**config.mk**
```make
export PLATFORM = sky130hd
export DESIGN_NAME = cft_core
export DESIGN_NICKNAME = d
export VERILOG_FILES = /design/src/core/cft_pkg.sv /design/src/core/cft_core.sv
export VERILOG_INCLUDE_DIRS = /design/src /design/src/core
export SDC_FILE = /design/constraint.sdc
export NUM_CORES = 1
export LEC_CHECK = 0
export ABC_AREA = 0
export BUFFER_PORTS_ARGS = -buffer_cell sky130_fd_sc_hd__buf_2
export CAP_MARGIN = 10
export CORE_ASPECT_RATIO = 1.1
export CORE_MARGIN = 8
export CORE_UTILIZATION = 31
export DETAILED_ROUTE_END_ITERATION = 8
export PLACE_DENSITY = 0.47
export SYNTH_ARGS = -nofsm -noshare
export SYNTH_HDL_FRONTEND = slang
export SYNTH_SLANG_ARGS = --single-unit
```
**constraint.sdc**
```tcl
create_clock -name sys_clk_i -period 10.2 [get_ports sys_clk_i]
set_input_delay 0.51 -clock sys_clk_i [delete_from_list [all_inputs] [get_ports sys_clk_i]]
set_output_delay 0.51 -clock sys_clk_i [all_outputs]
set_load 0.02 [all_outputs]
```
**src/core/cft_defs.svh**
```systemverilog
// Constant definitions for the CAN fault-confinement and bit-timing block
`ifndef CFT_DEFS_SVH
`define CFT_DEFS_SVH
// Wishbone word offsets (byte addresses)
`define CFT_ADR_TIMING    8'h00
`define CFT_ADR_ERRCNT    8'h04
`define CFT_ADR_STATUS    8'h08
`define CFT_ADR_EVENT     8'h0c
// Timing register field positions
`define CFT_PRE_LSB       0
`define CFT_PRE_MSB       7
`define CFT_TS1_LSB       8
`define CFT_TS1_MSB       11
`define CFT_TS2_LSB       12
`define CFT_TS2_MSB       15
`define CFT_JMP_LSB       16
`define CFT_JMP_MSB       17
`define CFT_EN_BIT        31
// Timing register reset value: prescale 1, seg1 5, seg2 4, jump 1, disabled
`define CFT_TIMING_RST    32'h0001_4501
// Event register bits (write one to pulse)
`define CFT_EV_RXVALID    0
`define CFT_EV_TXVALID    1
`define CFT_EV_RXERR1     2
`define CFT_EV_RXERR8     3
`define CFT_EV_TXERR8     4
`define CFT_EV_DOMSEQ     5
`define CFT_EV_TXEXEMPT   6
`define CFT_EV_WAKE       7
// Fault-confinement thresholds
`define CFT_IDLE_BITS     4'hb
`define CFT_WARN_LIMIT    9'h060
`define CFT_PASS_LIMIT    9'h080
`define CFT_BOFF_LIMIT    9'h100
`define CFT_BOFF_SEQS     8'h80
`define CFT_STEP_BIG      9'h008
`define CFT_STEP_ONE      9'h001
`endif

```
**src/core/cft_pkg.sv**
```systemverilog
// Types for the CAN fault-confinement and bit-timing block
package cft_pkg;
    typedef enum logic [2:0] {
        CFT_SYNC    = 3'b000,
        CFT_ACTIVE  = 3'b001,
        CFT_WARNING = 3'b010,
        CFT_PASSIVE = 3'b011,
        CFT_BUSOFF  = 3'b100
    } cft_fstate_t;
    typedef enum logic [1:0] {
        CFT_SEG_SYNC = 2'b00,
        CFT_SEG_ONE  = 2'b01,
        CFT_SEG_TWO  = 2'b10
    } cft_seg_t;
    typedef struct packed {
        logic [7:0] rx_error_count;
        logic [7:0] tx_error_count;
    } cft_cnt_t;
    typedef struct packed {
        cft_fstate_t fst;      // Fault confinement state
        cft_cnt_t    cnt;      // Both error counters
        logic [31:0] timing;   // Timing and enable register
        logic        en_d1;    // Enable seen last cycle
        logic [7:0]  pre_cnt;  // Prescaler count
        cft_seg_t    seg;      // Current bit segment
        logic [4:0]  tq_cnt;   // Quantum within segment
        logic [4:0]  seg1_len; // Possibly lengthened first segment
        logic        rx_prev;  // Bus level at previous quantum
        logic        rx_bit;   // Last sampled bit
        logic        sample;   // Sample point pulse
        logic        txpt;     // Transmission point pulse
        logic [3:0]  rec_run;  // Recessive bit run length
        logic [7:0]  seq_cnt;  // Eleven-bit sequences seen in bus-off
        logic        ack;      // Wishbone acknowledge
        logic [31:0] rdat;     // Wishbone read data
    } cft_state_t;
endpackage

```
**src/core/cft_core.sv**
```systemverilog
// CAN fault confinement, error counters and bit timing with a Wishbone slave
`timescale 1ns/100ps
`include "cft_defs.svh"
module cft_core
    import cft_pkg::*;
(
    input wire logic sys_clk_i,         // Module input clock, 25 MHz
    input wire logic rst_b_i,           // Asynchronous reset, active low
    input wire logic [7:0] wb_adr_i,    // Wishbone byte address
    input wire logic [31:0] wb_dat_i,   // Wishbone write data
    input wire logic [3:0] wb_sel_i,    // Wishbone byte selects
    input wire logic wb_we_i,           // Wishbone write enable
    input wire logic wb_cyc_i,          // Wishbone cycle
    input wire logic wb_stb_i,          // Wishbone strobe
    output logic [31:0] wb_dat_o,       // Wishbone read data
    output logic wb_ack_o,              // Wishbone acknowledge
    input wire logic can_rx_i,          // Bus level, 1 is recessive
    input wire logic flag_req_i,        // Frame logic wants an error flag now
    output logic flag_dominant_o,       // Flag must be dominant (active)
    output logic bus_on_o,              // Drivers enabled
    output logic sample_o,              // Sample point pulse
    output logic tx_point_o,            // Transmission point pulse
    output logic rx_bit_o,              // Sampled bit
    output logic [2:0] fault_state_o    // Fault confinement state
);
    cft_state_t s_q, s_d;

    // Overview of operation
    // The whole block state lives in one packed struct.
    // One combinational process builds the next copy.
    // One clocked process registers that copy.
    // Nothing else holds state in this module.
    //
    // Register bus
    // Every access is answered one cycle after it is taken.
    // The answer is a single-cycle acknowledge pulse.
    // A request is taken only while acknowledge is low.
    // So a request is never taken again in its acknowledge cycle.
    // Writes take effect at the edge that takes them.
    // Read data is latched at the same edge.
    // Read data then stands until the next request.
    // Unmapped reads give zero and are still answered.
    // Unmapped writes are dropped and still answered.
    // The event word reads back as zero.
    // Byte selects gate the timing word lane by lane.
    // The event word only listens to lane zero.
    //
    // Timing word
    // Low byte holds the quantum prescale value.
    // Next nibble holds the first segment length.
    // Next nibble holds the second segment length.
    // Two bits hold the resynchronisation jump width.
    // The top bit enables the controller.
    // Software must keep the jump width small enough.
    // The hardware does not clip a jump width too large.
    // A large jump width only distorts bit timing.
    // It cannot lock up the state machines.
    //
    // Prescaler
    // The counter runs on every clock.
    // It emits one quantum tick per wrap.
    // A zero setting behaves as divide by one.
    // That avoids a dead quantum clock after a bad write.
    //
    // Bit segments
    // The sync segment is always one quantum.
    // The first segment follows and ends at the sample.
    // The second segment follows and ends at transmit.
    // The sample pulse is registered one cycle late.
    // The transmit pulse is registered as well.
    // The sampled bit stands until the next sample.
    //
    // Hard synchronisation
    // A falling edge seen on an idle bus is a frame start.
    // While waiting for the bus every falling edge counts.
    // Hard sync restarts the first segment at once.
    //
    // Soft synchronisation
    // An edge inside the first segment is late.
    // An edge inside the second segment is early.
    // A small phase error acts like a hard sync.
    // A large late error stretches the first segment.
    // A large early error cuts the second segment.
    // The stretch or cut is the jump width.
    // The stretched length only lasts for this bit.
    // It is reloaded from the timing word each bit.
    //
    // Idle detection
    // Recessive samples are counted in a small run counter.
    // Any dominant sample clears the run.
    // Outside bus-off the run saturates at eleven.
    // A saturated run marks the bus as idle.
    // In bus-off the run wraps after eleven bits.
    // Each wrap counts one recovery sequence.
    //
    // Error counters
    // Frame logic reports events through the event word.
    // Several events may be written in one word.
    // Decrements are applied before increments.
    // A counter at zero is not decremented.
    // The receive counter stops counting up once its top bit is set.
    // An exempt flag written with a transmit error blocks it.
    // Nine-bit sums keep headroom for the compares.
    // The stored counters saturate at their maximum.
    // A transmit sum past the maximum forces bus-off.
    // Counter events are ignored while waiting or bus-off.
    //
    // Fault confinement
    // Warning and passive are recomputed every cycle.
    // The compares use the updated counter values.
    // So the state follows a counter change at once.
    // Bus-off is left through the recovery count, or to waiting on disable or wake-up.
    // Leaving bus-off through recovery clears both counters.
    // Entering bus-off restarts the recessive run.
    // A partial run cannot then shorten the recovery.
    //
    // Waiting for the bus
    // Enable going high restarts the wait.
    // Enable low keeps the block waiting.
    // A wake-up event restarts the wait too.
    // The wait ends after eleven recessive samples.
    // The bus drivers stay off while waiting.
    //
    // Error flags
    // Frame logic asks for a flag with a level input.
    // The answer is combinational from the state register.
    // A flag asked for at passive entry uses the old state.
    // So that flag still goes out dominant.
    // Later flags while passive are recessive.
    //
    // Limitations
    // Frame coding and stuffing live outside this block.
    // Dominant run lengths after a flag are counted outside.
    // Only the resulting events reach the counters here.
    // The bus input is taken as already synchronous.
    // A metastable bus level must be filtered upstream.
    // The drivers flag is a permission, not a pin drive.
    // Transmit data itself is handled by the frame logic.

    // Read mux decode, used by the bus slave
    function automatic logic [31:0] rd_mux(input logic [7:0] a, input cft_state_t s);
        unique case (a)
            `CFT_ADR_TIMING: rd_mux = s.timing;
            `CFT_ADR_ERRCNT: rd_mux = {16'h0000, s.cnt};
            `CFT_ADR_STATUS: rd_mux = {29'h0000_0000, s.fst};
            default: rd_mux = 32'h0000_0000;
        endcase
    endfunction

    // Add into a nine-bit headroom value; taken at nine bits, the sum wraps and the 9'h1ff clamp never fires
    function automatic logic [8:0] sat_add(input logic [8:0] v, input logic [8:0] k);
        sat_add = (v + k > 9'h1ff) ? 9'h1ff : 9'(v + k);
    endfunction

    logic wr;
    logic [7:0] ev;
    logic [7:0] pre_div;
    logic [4:0] ts1, ts2, jump_w;
    logic tq_tick, fall_edge, bus_idle;
    logic [8:0] rxc, txc;
    logic [4:0] e_mag;

    always_comb begin
        // Defaults carry the state forward
        s_d = s_q;
        wr = wb_cyc_i && wb_stb_i && wb_we_i && !s_q.ack;
        ev = (wr && wb_adr_i == `CFT_ADR_EVENT && wb_sel_i[0]) ? wb_dat_i[7:0] : 8'h00;
        pre_div = s_q.timing[`CFT_PRE_MSB:`CFT_PRE_LSB];
        ts1 = {1'b0, s_q.timing[`CFT_TS1_MSB:`CFT_TS1_LSB]};
        ts2 = {1'b0, s_q.timing[`CFT_TS2_MSB:`CFT_TS2_LSB]};
        jump_w = {3'b000, s_q.timing[`CFT_JMP_MSB:`CFT_JMP_LSB]};
        s_d.sample = 1'b0;
        s_d.txpt = 1'b0;
        e_mag = 5'h00;

        // Bus slave: one-cycle answer, ack dropped after one cycle
        s_d.ack = wb_cyc_i && wb_stb_i && !s_q.ack;
        if (wb_cyc_i && wb_stb_i && !s_q.ack) begin
            s_d.rdat = rd_mux(wb_adr_i, s_q);
        end
        if (wr && wb_adr_i == `CFT_ADR_TIMING) begin
            for (int b = 0; b < 4; b++) begin
                if (wb_sel_i[b]) begin
                    s_d.timing[b*8 +: 8] = wb_dat_i[b*8 +: 8];
                end
            end
        end

        // Prescaler: a zero setting behaves as divide by one
        tq_tick = 1'b0;
        if (s_q.pre_cnt + 8'h01 >= pre_div) begin
            s_d.pre_cnt = 8'h00;
            tq_tick = 1'b1;
        end else begin
            s_d.pre_cnt = s_q.pre_cnt + 8'h01;
        end

        // Bit timing per quantum
        bus_idle = (s_q.rec_run >= `CFT_IDLE_BITS);
        fall_edge = s_q.rx_prev && !can_rx_i;
        if (tq_tick) begin
            s_d.rx_prev = can_rx_i;
            if (fall_edge && (bus_idle || s_q.fst == CFT_SYNC)) begin
                // Start of frame restarts the bit timing
                s_d.seg = CFT_SEG_ONE;
                s_d.tq_cnt = 5'h00;
                s_d.seg1_len = ts1;
            end else if (fall_edge && s_q.seg == CFT_SEG_ONE) begin
                // Late edge: positive phase error
                e_mag = s_q.tq_cnt + 5'h01;
                if (e_mag <= jump_w) begin
                    s_d.seg = CFT_SEG_ONE;
                    s_d.tq_cnt = 5'h00;
                    s_d.seg1_len = ts1;
                end else begin
                    s_d.seg1_len = s_q.seg1_len + jump_w;
                    s_d.tq_cnt = s_q.tq_cnt + 5'h01;
                end
            end else if (fall_edge && s_q.seg == CFT_SEG_TWO) begin
                // Early edge: negative phase error
                e_mag = ts2 - s_q.tq_cnt;
                if (e_mag <= jump_w) begin
                    s_d.seg = CFT_SEG_ONE;
                    s_d.tq_cnt = 5'h00;
                    s_d.seg1_len = ts1;
                end else begin
                    s_d.tq_cnt = s_q.tq_cnt + jump_w + 5'h01;
                    if (s_q.tq_cnt + jump_w + 5'h01 >= ts2) begin
                        s_d.seg = CFT_SEG_SYNC;
                        s_d.tq_cnt = 5'h00;
                        s_d.txpt = 1'b1;
                    end
                end
            end else begin
                unique case (s_q.seg)
                    CFT_SEG_SYNC: begin
                        s_d.seg = CFT_SEG_ONE;
                        s_d.tq_cnt = 5'h00;
                        s_d.seg1_len = ts1;
                    end
                    CFT_SEG_ONE: begin
                        if (s_q.tq_cnt + 5'h01 >= s_q.seg1_len) begin
                            // Sample between the two segments
                            s_d.seg = CFT_SEG_TWO;
                            s_d.tq_cnt = 5'h00;
                            s_d.sample = 1'b1;
                            s_d.rx_bit = can_rx_i;
                        end else begin
                            s_d.tq_cnt = s_q.tq_cnt + 5'h01;
                        end
                    end
                    CFT_SEG_TWO: begin
                        if (s_q.tq_cnt + 5'h01 >= ts2) begin
                            s_d.seg = CFT_SEG_SYNC;
                            s_d.tq_cnt = 5'h00;
                            s_d.txpt = 1'b1;
                        end else begin
                            s_d.tq_cnt = s_q.tq_cnt + 5'h01;
                        end
                    end
                    default: s_d.seg = CFT_SEG_SYNC;
                endcase
            end
        end

        // Recessive run counter at each sample point
        if (s_q.sample) begin
            if (!s_q.rx_bit) begin
                s_d.rec_run = 4'h0;
            end else if (s_q.fst == CFT_BUSOFF && s_q.rec_run >= `CFT_IDLE_BITS - 4'h1) begin
                // Bus-off counts whole sequences of eleven
                s_d.rec_run = 4'h0;
            end else if (s_q.rec_run < `CFT_IDLE_BITS) begin
                // Elsewhere the run saturates so idle stays visible
                s_d.rec_run = s_q.rec_run + 4'h1;
            end
        end

        // Error counters with headroom for the comparisons
        rxc = {1'b0, s_q.cnt.rx_error_count};
        txc = {1'b0, s_q.cnt.tx_error_count};
        if (s_q.fst != CFT_SYNC && s_q.fst != CFT_BUSOFF) begin
            if (ev[`CFT_EV_RXVALID] && rxc != 9'h000) rxc = rxc - `CFT_STEP_ONE;
            if (ev[`CFT_EV_TXVALID] && txc != 9'h000) txc = txc - `CFT_STEP_ONE;
            if (!s_q.cnt.rx_error_count[7]) begin
                if (ev[`CFT_EV_RXERR1]) rxc = sat_add(rxc, `CFT_STEP_ONE);
                if (ev[`CFT_EV_RXERR8]) rxc = sat_add(rxc, `CFT_STEP_BIG);
                if (ev[`CFT_EV_DOMSEQ]) rxc = sat_add(rxc, `CFT_STEP_BIG);
            end
            if (ev[`CFT_EV_TXERR8] && !ev[`CFT_EV_TXEXEMPT]) begin
                txc = sat_add(txc, `CFT_STEP_BIG);
            end
            if (ev[`CFT_EV_DOMSEQ]) txc = sat_add(txc, `CFT_STEP_BIG);
            // Counter past 255 is kept at 255 while bus-off is entered
            s_d.cnt.rx_error_count = (rxc > 9'h0ff) ? 8'hff : rxc[7:0];
            s_d.cnt.tx_error_count = (txc > 9'h0ff) ? 8'hff : txc[7:0];
        end

        // Fault confinement state
        s_d.en_d1 = s_q.timing[`CFT_EN_BIT];
        if (!s_q.timing[`CFT_EN_BIT] || (s_q.timing[`CFT_EN_BIT] && !s_q.en_d1)
            || ev[`CFT_EV_WAKE]) begin
            s_d.fst = CFT_SYNC;
            s_d.rec_run = 4'h0;
        end else begin
            unique case (s_q.fst)
                CFT_SYNC: begin
                    if (s_q.sample && s_q.rx_bit && s_q.rec_run == `CFT_IDLE_BITS - 4'h1) begin
                        s_d.fst = CFT_ACTIVE;
                    end
                end
                CFT_BUSOFF: begin
                    if (s_q.sample && s_q.rx_bit && s_q.rec_run == `CFT_IDLE_BITS - 4'h1) begin
                        if (s_q.seq_cnt + 8'h01 >= `CFT_BOFF_SEQS) begin
                            s_d.fst = CFT_ACTIVE;
                            s_d.seq_cnt = 8'h00;
                            s_d.cnt = '0;
                        end else begin
                            s_d.seq_cnt = s_q.seq_cnt + 8'h01;
                        end
                    end
                end
                default: begin
                    if (txc >= `CFT_BOFF_LIMIT) begin
                        s_d.fst = CFT_BUSOFF;
                        s_d.seq_cnt = 8'h00;
                        s_d.rec_run = 4'h0;
                    end else if (rxc >= `CFT_PASS_LIMIT || txc >= `CFT_PASS_LIMIT) begin
                        s_d.fst = CFT_PASSIVE;
                    end else if (rxc >= `CFT_WARN_LIMIT || txc >= `CFT_WARN_LIMIT) begin
                        s_d.fst = CFT_WARNING;
                    end else begin
                        s_d.fst = CFT_ACTIVE;
                    end
                end
            endcase
        end
    end

    // State register
    always_ff @(posedge sys_clk_i or negedge rst_b_i) begin
        if (!rst_b_i) begin
            s_q <= '{fst: CFT_SYNC, timing: `CFT_TIMING_RST, seg: CFT_SEG_SYNC,
                     rx_prev: 1'b1, rx_bit: 1'b1, default: '0};
        end else begin
            s_q <= s_d;
        end
    end

    // Outputs; a flag asked for during passive entry is judged on the old state
    assign wb_dat_o = s_q.rdat;
    assign wb_ack_o = s_q.ack;
    assign flag_dominant_o = flag_req_i && (s_q.fst == CFT_ACTIVE || s_q.fst == CFT_WARNING);
    assign bus_on_o = (s_q.fst != CFT_BUSOFF) && (s_q.fst != CFT_SYNC);
    assign sample_o = s_q.sample;
    assign tx_point_o = s_q.txpt;
    assign rx_bit_o = s_q.rx_bit;
    assign fault_state_o = s_q.fst;
endmodule // cft_core

```
==> results of run 1 <==
-- worst max path at each step --
stage                     slack (ps)               end         from
after floorplan                 5030  fault_state_o[1]  wb_adr_i[1]
after global placement          4570  fault_state_o[1]  wb_adr_i[1]
after detailed placement        4480  fault_state_o[1]  wb_adr_i[1]
after CTS                       4790  fault_state_o[1]     s_q[115]
after global routing            4210  fault_state_o[1]     s_q[115]
final                           4780  fault_state_o[1]     s_q[115]
-- power groups by stage --
stage	sequential [µW]	combinational [µW]	clock, µW
4_1_cts	527	345	642
5_1_grt	529	393	665
3_5_place_dp	535	342	0
6_report	526	341	630
2_1_floorplan	534	240	0
3_3_place_gp	535	342	0
-- synthesized netlist by cell type (3+ instances only) --
cell / number
and3b_1: 3
and2_1: 14
nand2_1: 108
dfrtp_1: 114
or4_1: 4
nand2b_1: 18
o21a_1: 5
nand4b_1: 4
a21oi_1: 37
xor2_1: 14
mux2_2: 35
nor4_1: 12
nand4_1: 9
and3_1: 12
a31oi_1: 15
o41ai_1: 3
nand3_1: 43
buf_4: 35
mux2i_1: 8
o22ai_1: 4
or4_4: 3
xnor2_1: 36
ha_1: 52
a211o_1: 3
nor2b_1: 15
a21o_1: 14
nor3_1: 23
or4b_1: 3
a211oi_1: 16
inv_1: 46
nor3b_1: 4
or3_1: 11
nor2_1: 53
dfstp_2: 7
a221oi_1: 3
fa_1: 3
or2_2: 7
o21ai_0: 63
clkbuf_1: 35
a22oi_1: 15
-- critical path, cell delays in order, from the launching register on --
cell      delay (ps)
dfrtp_1          530
nor4_1           790
nand3_1          260
nand2_1          170
nor2_1            80
a21oi_1          230
ha_1             240
and3b_1          180
nand4_1          240
nor2_1           190
xnor2_1          220
inv_1            120
ha_1             300
nor2_1           130
o21bai_1         180
ha_1             200
nand2_1           70
xnor2_1          270
nor2_1            70
a311oi_1         340
a41o_1           210
a31oi_1           50
o21a_1           230
-- stage by stage --
| stage | utilization [%] | instances | setup WS, ps | hold WS (ps) |
|---|---|---|---|---|
| after floorplan | - | 954 | 5030 | 214 |
| after global placement | 33.4 | 1334 | 4570 | 444 |
| after detailed placement | 33.4 | 1334 | 4480 | 452 |
| after CTS | 35.7 | 1365 | 4790 | 188 |
| after global routing | 35.7 | 1365 | 4210 | 205 |
| final | 35.7 | 1365 | 4780 | 129 |
-- layout make-up --
| type | instances | area, µm² | area share (%) |
|---|---|---|---|
| clock inverters | 7 | 114 | 1.18 |
| flip-flops and latches | 121 | 3040 | 31.5 |
| repair buffers | 97 | 503 | 5.22 |
| multi-input cells | 711 | 4850 | 50.3 |
| inverters | 48 | 180 | 1.87 |
| well taps | 357 | 447 | 4.64 |
| clock buffers | 24 | 502 | 5.21 |
-- placed cells by master (no fill, tap or decap), types with 4 or more instances in the layout --
cell,instances
mux2_2,35
dfstp_2,7
xor2_1,14
inv_1,46
a21o_1,14
clkbuf_16,17
a22oi_1,15
or3_1,11
nand2b_1,18
nand4b_1,4
buf_4,7
mux2i_1,8
nand2_1,108
xnor2_1,36
clkbuf_8,5
o22ai_1,4
and3_1,12
buf_2,90
nor2b_1,15
nand3_1,43
or2_2,7
dfrtp_1,114
nor3_1,22
o21ai_0,63
and2_1,14
nor4_1,11
ha_1,52
nand4_1,9
a211oi_1,16
or4_1,4
a21oi_1,37
o21a_1,5
nor2_1,53
a31oi_1,15
nor3b_1,4
-- layer usage --
layer  vias up  part of all wire (%)  track usage, %
met5         -                     0               0
met4         0                   2.0            4.90
met3        26                   3.3            2.91
met2       120                    48            24.5
met1      3431                    47            18.5
li1       3442                     -               -
-- state kept, by name, summed over array words and instances, names as in the netlist --
| name | cells |
|---|---|
| pre_div | 8 |
| s_d | 1 |
| wb_dat_o | 32 |
| wb_ack_o | 1 |
| tx_point_o | 1 |
| jump_w | 2 |
| fault_state_o | 3 |
| sample_o | 1 |
| s_q | 71 |
| rx_bit_o | 1 |
-- cells by family (layout without fill, tap and decap cells) --
group	Yosys count	in the layout	share of synthesized area, %
AO/OA/AOI/OAI	207	207	16.0
XOR/XNOR	53	53	5.89
adder cells (fa/ha/maj)	55	55	8.38
buffers and inverters	122	176	7.16
flip-flops	121	121	35.8
multiplexers	43	43	5.59
AND/OR/NAND/NOR	353	353	21.2
==> metrics.md, run 1 <==
| Metric | Value |
|---|---|
| Final net count | between 1,000 and 1,500 |
| Reg-to-reg endpoint | fault_state_o[1] |
| Fin crit share | between 50% and 60% |
| Tightest Pin Transition | 1080 ps |
| First DRT Iteration DRCs | ~470 |
| Setup TNS | 0 ps |
| Relative slew margins | ~28% |
| Leak Pwr | 0.00438 µW |
| Final setup skew | roughly 13 ps |
| Critical Path Source Type | flip-flop |
| CORE AREA | about 27,000 µm² |
| Clk slew on worst S/H paths | roughly 60 ps |
| Vias/cell | 5.14 |
| Max VDD drop | roughly 0.11 mV |
| Crit Path Category | reg -> reg |
| Die area | ~33,000 µm² |
| FF-to-FF setup slack | 4780 ps |
| Crit. End Element | flip-flop |
| Vias in the first global route | 7,065 |
| Area leader, netlist | dfrtp_1 |
| Hpwl dp | between 15,000 and 20,000 µm |
| Arr. time, crit path | 5740 ps |
| Routed length per instance | roughly 17 µm |
| Fin. max-slew vios | 0 |
| Register area share after synthesis | between 30 and 40% |
| Max FO, Critical Path | 9 |
| Syn_area_per_cell | between 8 and 9 µm² |
| Cells on worst reg2reg path | 22 |
| Worst-Skew Late Latency | approximately 430 ps |
| Pint | ~1100 µW |
| Total length of routed wires | between 20,000 and 25,000 µm |
| GP Congestion | 0.823 |
| Synth warn | 0 |
| Post-Syn Area | 8480 µm² |
| Max-cap check violation count | 0 |
| Placement-stage cell area | 9010 µm² |
| Area growth from synthesis to layout | 13.6% |
| GRT Residual Overflow | 0 |
| Top cells by area, synth | dfrtp_1 34%, ha_1 7.7%, nand2_1 4.8%, mux2_2 4.6%, o21ai_0 3.7% |
| CTS sink count | about 120 |
| Sw Ratio | 29.5% |
| Antenna cells | 0 |
| Site Rows | 63 |
| Status | finished, final reports clean |
| Number of nets with antenna violations after routing | 0 |
| Post-synth top area share | approximately a third |
| CTS Hold Bufs | 0 |
| Seq cells post-synth | between 100 and 150 |
| Hold Fails Final Rpt | 0 |
| Gate power share | between 20% and 30% |
| DR vias | about 7,000 |
| CTS root buf | clkbuf_16 |
| FF-to-FF Start | s_q[115] |
| Starting Density | 31.5% |
| Tmin final | approximately 5400 ps |
| Fin area | roughly 9600 µm² |
| Post-CTS sizing | 0 |
| Hold WC Path Type | in -> async |
| Post-synth cell types | 72 |
| GRT Util Overall | 14.6% |
| Die width | about 170 µm |
| Initial antenna violation count | 0 |
| Worst path required time | ~11,000 ps |
| Part of the power in registers | about a third |
| Htree depth | 4 |
| CTS tree | yes |
| FMAX | ~0.18 GHz |
| Die height | 189 µm |
| Top FF cell, synth | dfrtp_1 |
| Clock power frac | 42.1% |
| Share of cells above drive strength 1 | a little under a fifth |
| Pwr Total | around 1500 µW |
| Ports | 92 |
| PD cells | approximately 160 nW/µm² |
| Residual DRC | 0 |
| Number of synthesized flops with an enable pin | 0 |
| Net Sw Power | about 440 µW |
| Post-CTS setup buffers | 0 |
| Ys async rst share | 100% |
| Finish-stage setup viols | 0 |
| First-pass GRT wire length | between 30,000 and 40,000 µm |
| Cells after synthesis | between 900 and 1,000 |
| DRT Pass-1 Iters | 5 |
| RSZ-0062 raised after global routing | no |
| Largest net degree at the start of global routing | 65 |
| Fillers | 2,808 |
| CTS Buf Count | 17 |
| Clock tree buffer depth | 2 |
| Mapped Nets | 1,060 |
| Port bufs | 91 |
Note: power is estimated with default switching activity, not from simulation.
==> run 2: changes to the inputs <==
- ABC_AREA: 0 -> 1
- PLACE_DENSITY: 0.47 -> 0.46
- clock period: 10.2 -> 5.3 ns (I/O delays scaled with it)
==> run 2 against run 1 <==
Against the previous run: sequential power up 79%; register-to-register slack lost 3500 ps; core utilization is 0.084 points lower; first-iteration DRC count down 20%; global-route usage rose by 0.24 points; die area increased by 2.0%; cell count is 16% higher; synthesized cell count grew 20%; clock skew rose by 3.3 ps; non-clock buffer count grew 4.
==> metrics.md, run 2 <==
| Metric | Value |
|---|---|
| Tightest Pin Transition | 952 ps (-126 ps) |
| Clock tree buffer depth | 2 (unchanged) |
| Post-CTS sizing | 0 (unchanged) |
| Vias in the first global route | 7,278 (+3.0%) |
| Most used cell, CP | nand2_1 |
| Port bufs | 91 (unchanged) |
| GP Congestion | 0.855 (+4.0%) |
| Largest stage delay, worst path | 440 ps (-350 ps) |
| Die area | 33,600 µm² (+2.0%) |
| FF-to-FF setup slack | 1280 ps (-3500 ps) |
| Hold Fails Final Rpt | 0 (unchanged) |
| Post-CTS setup buffers | 0 (unchanged) |
| Worst-Skew Late Latency | 430 ps (about the same) |
| CTS tree | yes |
| Post-synth top area share | 32.9% (-0.74 points) |
| Relative slew margins | 36.5% (+8.8 points) |
| First-pass GRT wire length | 39,900 µm (+2.8%) |
| Cells on worst reg2reg path | 28 (+27%) |
| Arr. time, crit path | 4340 ps (-1400 ps) |
| Worst path required time | 5620 ps (-4900 ps) |
| Pwr Total | 2170 µW (+45%) |
| Most frequent cells in the layout | 239 x nand2_1, 155 x inv_1, 114 x dfrtp_1, 104 x nor2_1, 90 x buf_2 |
| GRT Residual Overflow | 0 (unchanged) |
| Post-Syn Area | 8670 µm² (+2.2%) |
| Leak Pwr | 0.00499 µW (+14%) |
| Finish-stage setup viols | 0 (unchanged) |
| CTS Buf Count | 17 (unchanged) |
| Top FF cell, synth | dfrtp_1 |
| Placement-stage cell area | 9300 µm² (+3.1%) |
| Final net count | 1,312 (+19%) |
| Crit Path Category | reg -> reg |
| Register area share after synthesis | 35.0% (-0.79 points) |
| Routed length per instance | 15.4 µm (-11%) |
| Hpwl dp | 18,800 µm (+3.8%) |
| Area leader, netlist | dfrtp_1 |
| Number of nets with antenna violations after routing | 0 (unchanged) |
| Total length of routed wires | 24,400 µm (+3.1%) |
| Cells after synthesis | 1,144 (+20%) |
| Clk slew on worst S/H paths | 60 ps (about the same) |
| Critical path depth in cells | 28 (+27%) |
| Max reg flops | 71 (unchanged) |
| Area growth from synthesis to layout | 13.9% |
| Htree depth | 4 (unchanged) |
| Slowest CP cell | dfrtp_1 |
| Starting Density | 31.3% (-0.16 points) |
| Fin. max-slew vios | 0 (unchanged) |
| GRT Util Overall | 14.9% (+0.24 points) |
| Antenna cells | 0 (unchanged) |
| Final setup skew | 15.8 ps (+3.25 ps) |
| RSZ-0062 raised after global routing | no |
| Largest net degree at the start of global routing | 75 (+15%) |
| Worst path bufs/invs | 5 (+4) |
| Max VDD drop | 0.205 mV (+82%) |
| Seq cells post-synth | 121 (unchanged) |
| Number of synthesized flops with an enable pin | 0 (unchanged) |
| Syn_area_per_cell | 7.58 µm² (-15%) |
| Post-Place Cells | 1,549 (+16%) |
| Die width | 175 µm (+1.0%) |
| Hold WC Path Type | in -> reg |
| Post-synth cell types | 57 (-21%) |
| Most numerous cell in the Yosys netlist | nand2_1 |
| Site Rows | 64 (+1.6%) |
| Crit. End Element | flip-flop |
| Reg-to-reg endpoint | fault_state_o[0] |
| CTS root buf | clkbuf_16 |
| Die height | 191 µm (+1.0%) |
| Critical Path Source Type | flip-flop |
| Fin area | 9870 µm² (+2.5%) |
| Max-cap check violation count | 0 (unchanged) |
| Share of cells above drive strength 1 | 18.9% (+0.40 points) |
| Ys async rst share | 100% (unchanged) |
| FF-to-FF Start | s_q[117] |
| PD cells | 220 nW/µm² (+42%) |
| DRT Pass-1 Iters | 5 (unchanged) |
| Residual DRC | 0 (unchanged) |
| Synth warn | 0 (unchanged) |
| Fin util | 35.6% (-0.084 points) |
| Mapped Nets | 1,250 (+18%) |
| Largest register by flop count | s_q |
| Most common cell after layout, fill and taps aside | nand2_1 |
| First DRT Iteration DRCs | 373 (-20%) |
| Most frequent cells after synthesis | 239 x nand2_1, 156 x inv_1, 114 x dfrtp_1, 104 x nor2_1, 64 x o21ai_0 |
| FMAX | 0.249 GHz (+35%) |
| CTS sink count | 121 (unchanged) |
| Tmin final | 4020 ps (-1400 ps) |
| Vias/cell | 4.69 (-8.9%) |
| Crit path to | fault_state_o[0] |
| Top cells by area, synth | dfrtp_1 33%, nand2_1 10%, ha_1 7.5%, inv_1 6.8%, nor2_1 4.5% |
| Top delay family on crit path | simple AND/OR/NAND/NOR gates |
| CORE AREA | 27,700 µm² (+2.8%) |
| Ports | 92 (unchanged) |
| Status | finished, final reports clean |
| Fin crit share | 75.9% (+23 points) |
| DR vias | 7,414 (+5.6%) |
| Fin cells | 1,582 (+16%) |
| Max FO, Critical Path | 16 (+7) |
| Initial antenna violation count | 0 (unchanged) |
| Worst setup path start | s_q[117] |
| Setup TNS | 0 ps (unchanged) |
-- run 2: area by class of cell --
type | count | area, µm²
Fill cell | 3028 | 17800
Multi-Input combinational cell | 790 | 4620
Sequential cell | 121 | 3040
Inverter | 175 | 663
Timing Repair Buffer | 101 | 536
Tap cell | 363 | 454
Clock buffer | 17 | 425
Clock inverter | 15 | 141
-- run 2: worst min-delay path by stage --
| stage | startpoint | end | slack [ps] | cells past startpoint |
|---|---|---|---|---|
| floorplan | rst_b_i | fault_state_o[0] | -30 | 0 |
| global placement | rst_b_i | wb_dat_o[9] | 340 | 1 |
| detailed placement | rst_b_i | wb_dat_o[9] | 350 | 1 |
| CTS | wb_dat_i[8] | s_q[78] | 60 | 2 |
| global route | wb_dat_i[8] | s_q[78] | 70 | 2 |
| finish | wb_dat_i[8] | s_q[78] | 80 | 2 |
-- run 2: repair_timing --
item | CTS | global route
hold buffers | 1 | 0
endpoints found under the hold margin | 43 | 0
endpoints found under the setup margin | 0 | 0
-- run 2: power by group --
| part | internal [µW] | leakage (µW) | switching [µW] |
|---|---|---|---|
| combinational | 33.7 | 0.00322 | 68.9 |
| sequential | 933 | 0.00149 | 6.40 |
| clock | 654 | 0.000277 | 476 |
-- run 2: stage by stage --
step                      setup slack [ps]  hold slack, ps
after floorplan                       1750           -30.6
after global placement                1400             343
after detailed placement              1290             349
after CTS                             1270            60.6
after global routing                   819            66.7
final                                 1280            76.7
-- run 2: kinds of logic (layout without fill, tap and decap cells) --
family	Yosys count	in the layout	synth area share [%]
muxes	5	5	0.678
DFF	121	121	35.0
and+or+nand+nor	500	500	27.2
xor gates and xnor gates	34	34	3.74
adders and majority gates	55	55	8.20
buffers and inverters	233	308	11.7
AOI/OAI and AO/OA	196	196	13.4
-- run 2: layer usage --
metal / wire, µm / vias to the layer above / GRT usage, %
met5: 0 / - / 0
met4: 221 / 0 / 3.69
met3: 799 / 15 / 2.45
met2: 11400 / 124 / 24.9
met1: 12000 / 3465 / 19.7
li1: - / 3810 / -
==> run 3: changes to the inputs <==
- clock period: 5.3 -> 3.9 ns (I/O delays scaled with it)
==> run 3 against run 2 <==
Against the previous run: flip-flop and latch count stayed put; combinational power grew 38%; sequential share of layout area is 1.2 points lower; total power grew 39%; non-clock buffer count up 36; critical path depth increased by 1; sequential power rose by 36%; final area up 4.0%; core utilization grew 1.4 points; worst setup slack worse by 990 ps.
==> metrics.md, run 3 (synthesized netlist as in run 2, its figures left out) <==
| Metric | Value |
|---|---|
| Fin crit share | 92.5% (+17 points) |
| Die area | 33,600 µm² (unchanged) |
| Hold endpoint | s_q[84] |
| Port bufs | 91 (unchanged) |
| Antenna cells | 0 (unchanged) |
| Htree depth | 4 (unchanged) |
| GP Congestion | 0.857 (+0.20%) |
| PD cells | 294 nW/µm² (+34%) |
| Max-cap check violation count | 0 (unchanged) |
| CORE AREA | 27,700 µm² (unchanged) |
| Initial antenna violation count | 0 (unchanged) |
| Hold Path Origin | wb_dat_i[14] |
| Vias/cell | 4.66 (-0.51%) |
| Arr. time, crit path | 3920 ps (-420 ps) |
| Hpwl dp | 19,100 µm (+1.6%) |
| Routed length per instance | 15.5 µm (+0.17%) |
| Slowest CP cell | dfrtp_1 |
| Hold WC Path Type | in -> reg |
| CTS sink count | 121 (unchanged) |
| Total length of routed wires | 25,000 µm (+2.5%) |
| Status | finished, final reports clean |
| FF-to-FF setup slack | 290 ps (-990 ps) |
| Largest net degree at the start of global routing | 50 (-33%) |
| CTS root buf | clkbuf_16 |
| Fin. max-slew vios | 0 (unchanged) |
| Crit. End Element | flip-flop |
| GRT Residual Overflow | 0 (unchanged) |
| GRT Util Overall | 15.2% (+0.34 points) |
| Worst-Skew Late Latency | 420 ps (about the same) |
| Share of cells above drive strength 1 | 21.8% (+2.9 points) |
| Most used cell, CP | nand2_1 |
| Reg-to-reg endpoint | fault_state_o[0] |
| DRT Pass-1 Iters | 5 (unchanged) |
| Critical Path Source Type | flip-flop |
| Tightest Pin Transition | 862 ps (-90.4 ps) |
| Max VDD drop | 0.256 mV (+25%) |
| Hold Fails Final Rpt | 0 (unchanged) |
| Max reg flops | 71 (unchanged) |
| Worst path required time | 4210 ps (-1410 ps) |
| Max FO, Critical Path | 6 (-10) |
| Relative slew margins | 42.0% (+5.5 points) |
| Ports | 92 (unchanged) |
| First DRT Iteration DRCs | 440 (+18%) |
| Cells on worst reg2reg path | 29 (+3.6%) |
| Setup TNS | 0 ps (unchanged) |
| Pwr Total | 3020 µW (+39%) |
| Clock tree buffer depth | 2 (unchanged) |
| WHS Path Cells | 3 (+1) |
| Largest stage delay, worst path | 390 ps (-50 ps) |
| First-pass GRT wire length | 40,600 µm (+1.9%) |
| Clk slew on worst S/H paths | 60 ps (about the same) |
| Die height | 191 µm (unchanged) |
| Most frequent cells in the layout | 237 x nand2_1, 152 x inv_1, 114 x dfrtp_1, 104 x nor2_1, 90 x buf_2 |
| Pre-CTS setup slack | 137 ps (-1150 ps) |
| Crit Path Category | reg -> reg |
| Finish-stage setup viols | 0 (unchanged) |
| FMAX | 0.277 GHz (+12%) |
| Die width | 175 µm (unchanged) |
| DR vias | 7,549 (+1.8%) |
| Residual DRC | 0 (unchanged) |
| Final setup skew | 9.35 ps (-6.43 ps) |
| Leak Pwr | 0.00518 µW (+3.9%) |
| FF-to-FF Start | s_q[110] |
| Vias in the first global route | 7,605 (+4.5%) |
| Largest register by flop count | s_q |
| Final WS setup | 294 ps (-985 ps) |
| Site Rows | 64 (unchanged) |
| Fillers | 2,993 (-1.2%) |
| Starting Density | 31.3% (unchanged) |
| CTS tree | yes |
| Most common cell after layout, fill and taps aside | nand2_1 |
| Tmin final | 3610 ps (-415 ps) |
| Final net count | 1,349 (+2.8%) |
| Area growth from synthesis to layout | 18.4% |
| Fin util | 37.0% (+1.4 points) |
| Number of nets with antenna violations after routing | 0 (unchanged) |
| CTS Buf Count | 17 (unchanged) |
==> run 3: changes by cell type in the layout (fill, tap and decap cells not counted), moves of 3 or more <==
| cell | before | now |
|---|---|---|
| nor2_4 | 7 | 10 |
| ha_1 | 52 | 49 |
| clkinv_2 | 4 | 1 |
| buf_4 | 10 | 42 |
| dlygate4sd3_1 | 1 | 4 |
| inv_1 | 155 | 152 |
==> run 3: worst max path at each step <==
| stage | end | cells past startpoint | from | slack, ps |
|---|---|---|---|---|
| 2_1_floorplan | fault_state_o[0] | 26 | wb_ack_o | 350 |
| 3_3_place_gp | fault_state_o[0] | 28 | s_q[111] | 200 |
| 3_5_place_dp | fault_state_o[0] | 28 | s_q[111] | 140 |
| 4_1_cts | fault_state_o[0] | 28 | s_q[114] | 100 |
| 5_1_grt | s_q[114] | 30 | s_q[116] | -30 |
| 6_report | fault_state_o[0] | 29 | s_q[110] | 290 |
==> run 3: critical path: cells and delay by family (launching register included) <==
kind / cells / cell delay, ps
buf+inv: 6 / 460
compound gates: 2 / 300
fa+ha+maj: 4 / 750
simple gates: 16 / 1440
flops: 1 / 390
mux: 1 / 180
==> run 3: final cells by class <==
class | instances | area, µm² | share of cell area, %
flip-flops and latches | 121 | 3040 | 29.6
well taps | 363 | 454 | 4.42
multi-input cells | 791 | 4690 | 45.7
clock inverters | 14 | 164 | 1.60
repair buffers | 137 | 826 | 8.04
clock buffers | 18 | 429 | 4.18
inverters | 175 | 668 | 6.51
==> run 3: through the flow <==
step                      hold WS (ps)  std cells  cell area (µm²)
after detailed placement           263       1564             9410
after floorplan                   -101       1144             8670
final                             19.5       1619            10300
after global placement             265       1564             9410
after CTS                        0.205       1600            10000
after global routing              9.30       1619            10300
==> run 3: routing by layer <==
metal,vias up,routed length [µm],track usage (%)
li1,3879,-,-
met1,3482,11700,19.7
met2,155,11700,25.1
met3,33,1050,2.57
met4,0,516,5.61
met5,-,0,0
==> run 3: repair_timing <==
action | in CTS | in global routing
setup endpoints to repair | 0 | 9
hold buffers | 4 | 0
setup buffers | 0 | 18
endpoints found under the hold margin | 46 | 0
gates resized for setup | 0 | 18
==> run 3: power breakdown <==
group          internal, µW  switching, µW
combinational          48.5           93.1
sequential             1270           8.98
clock                   957            643
total                  2270            745
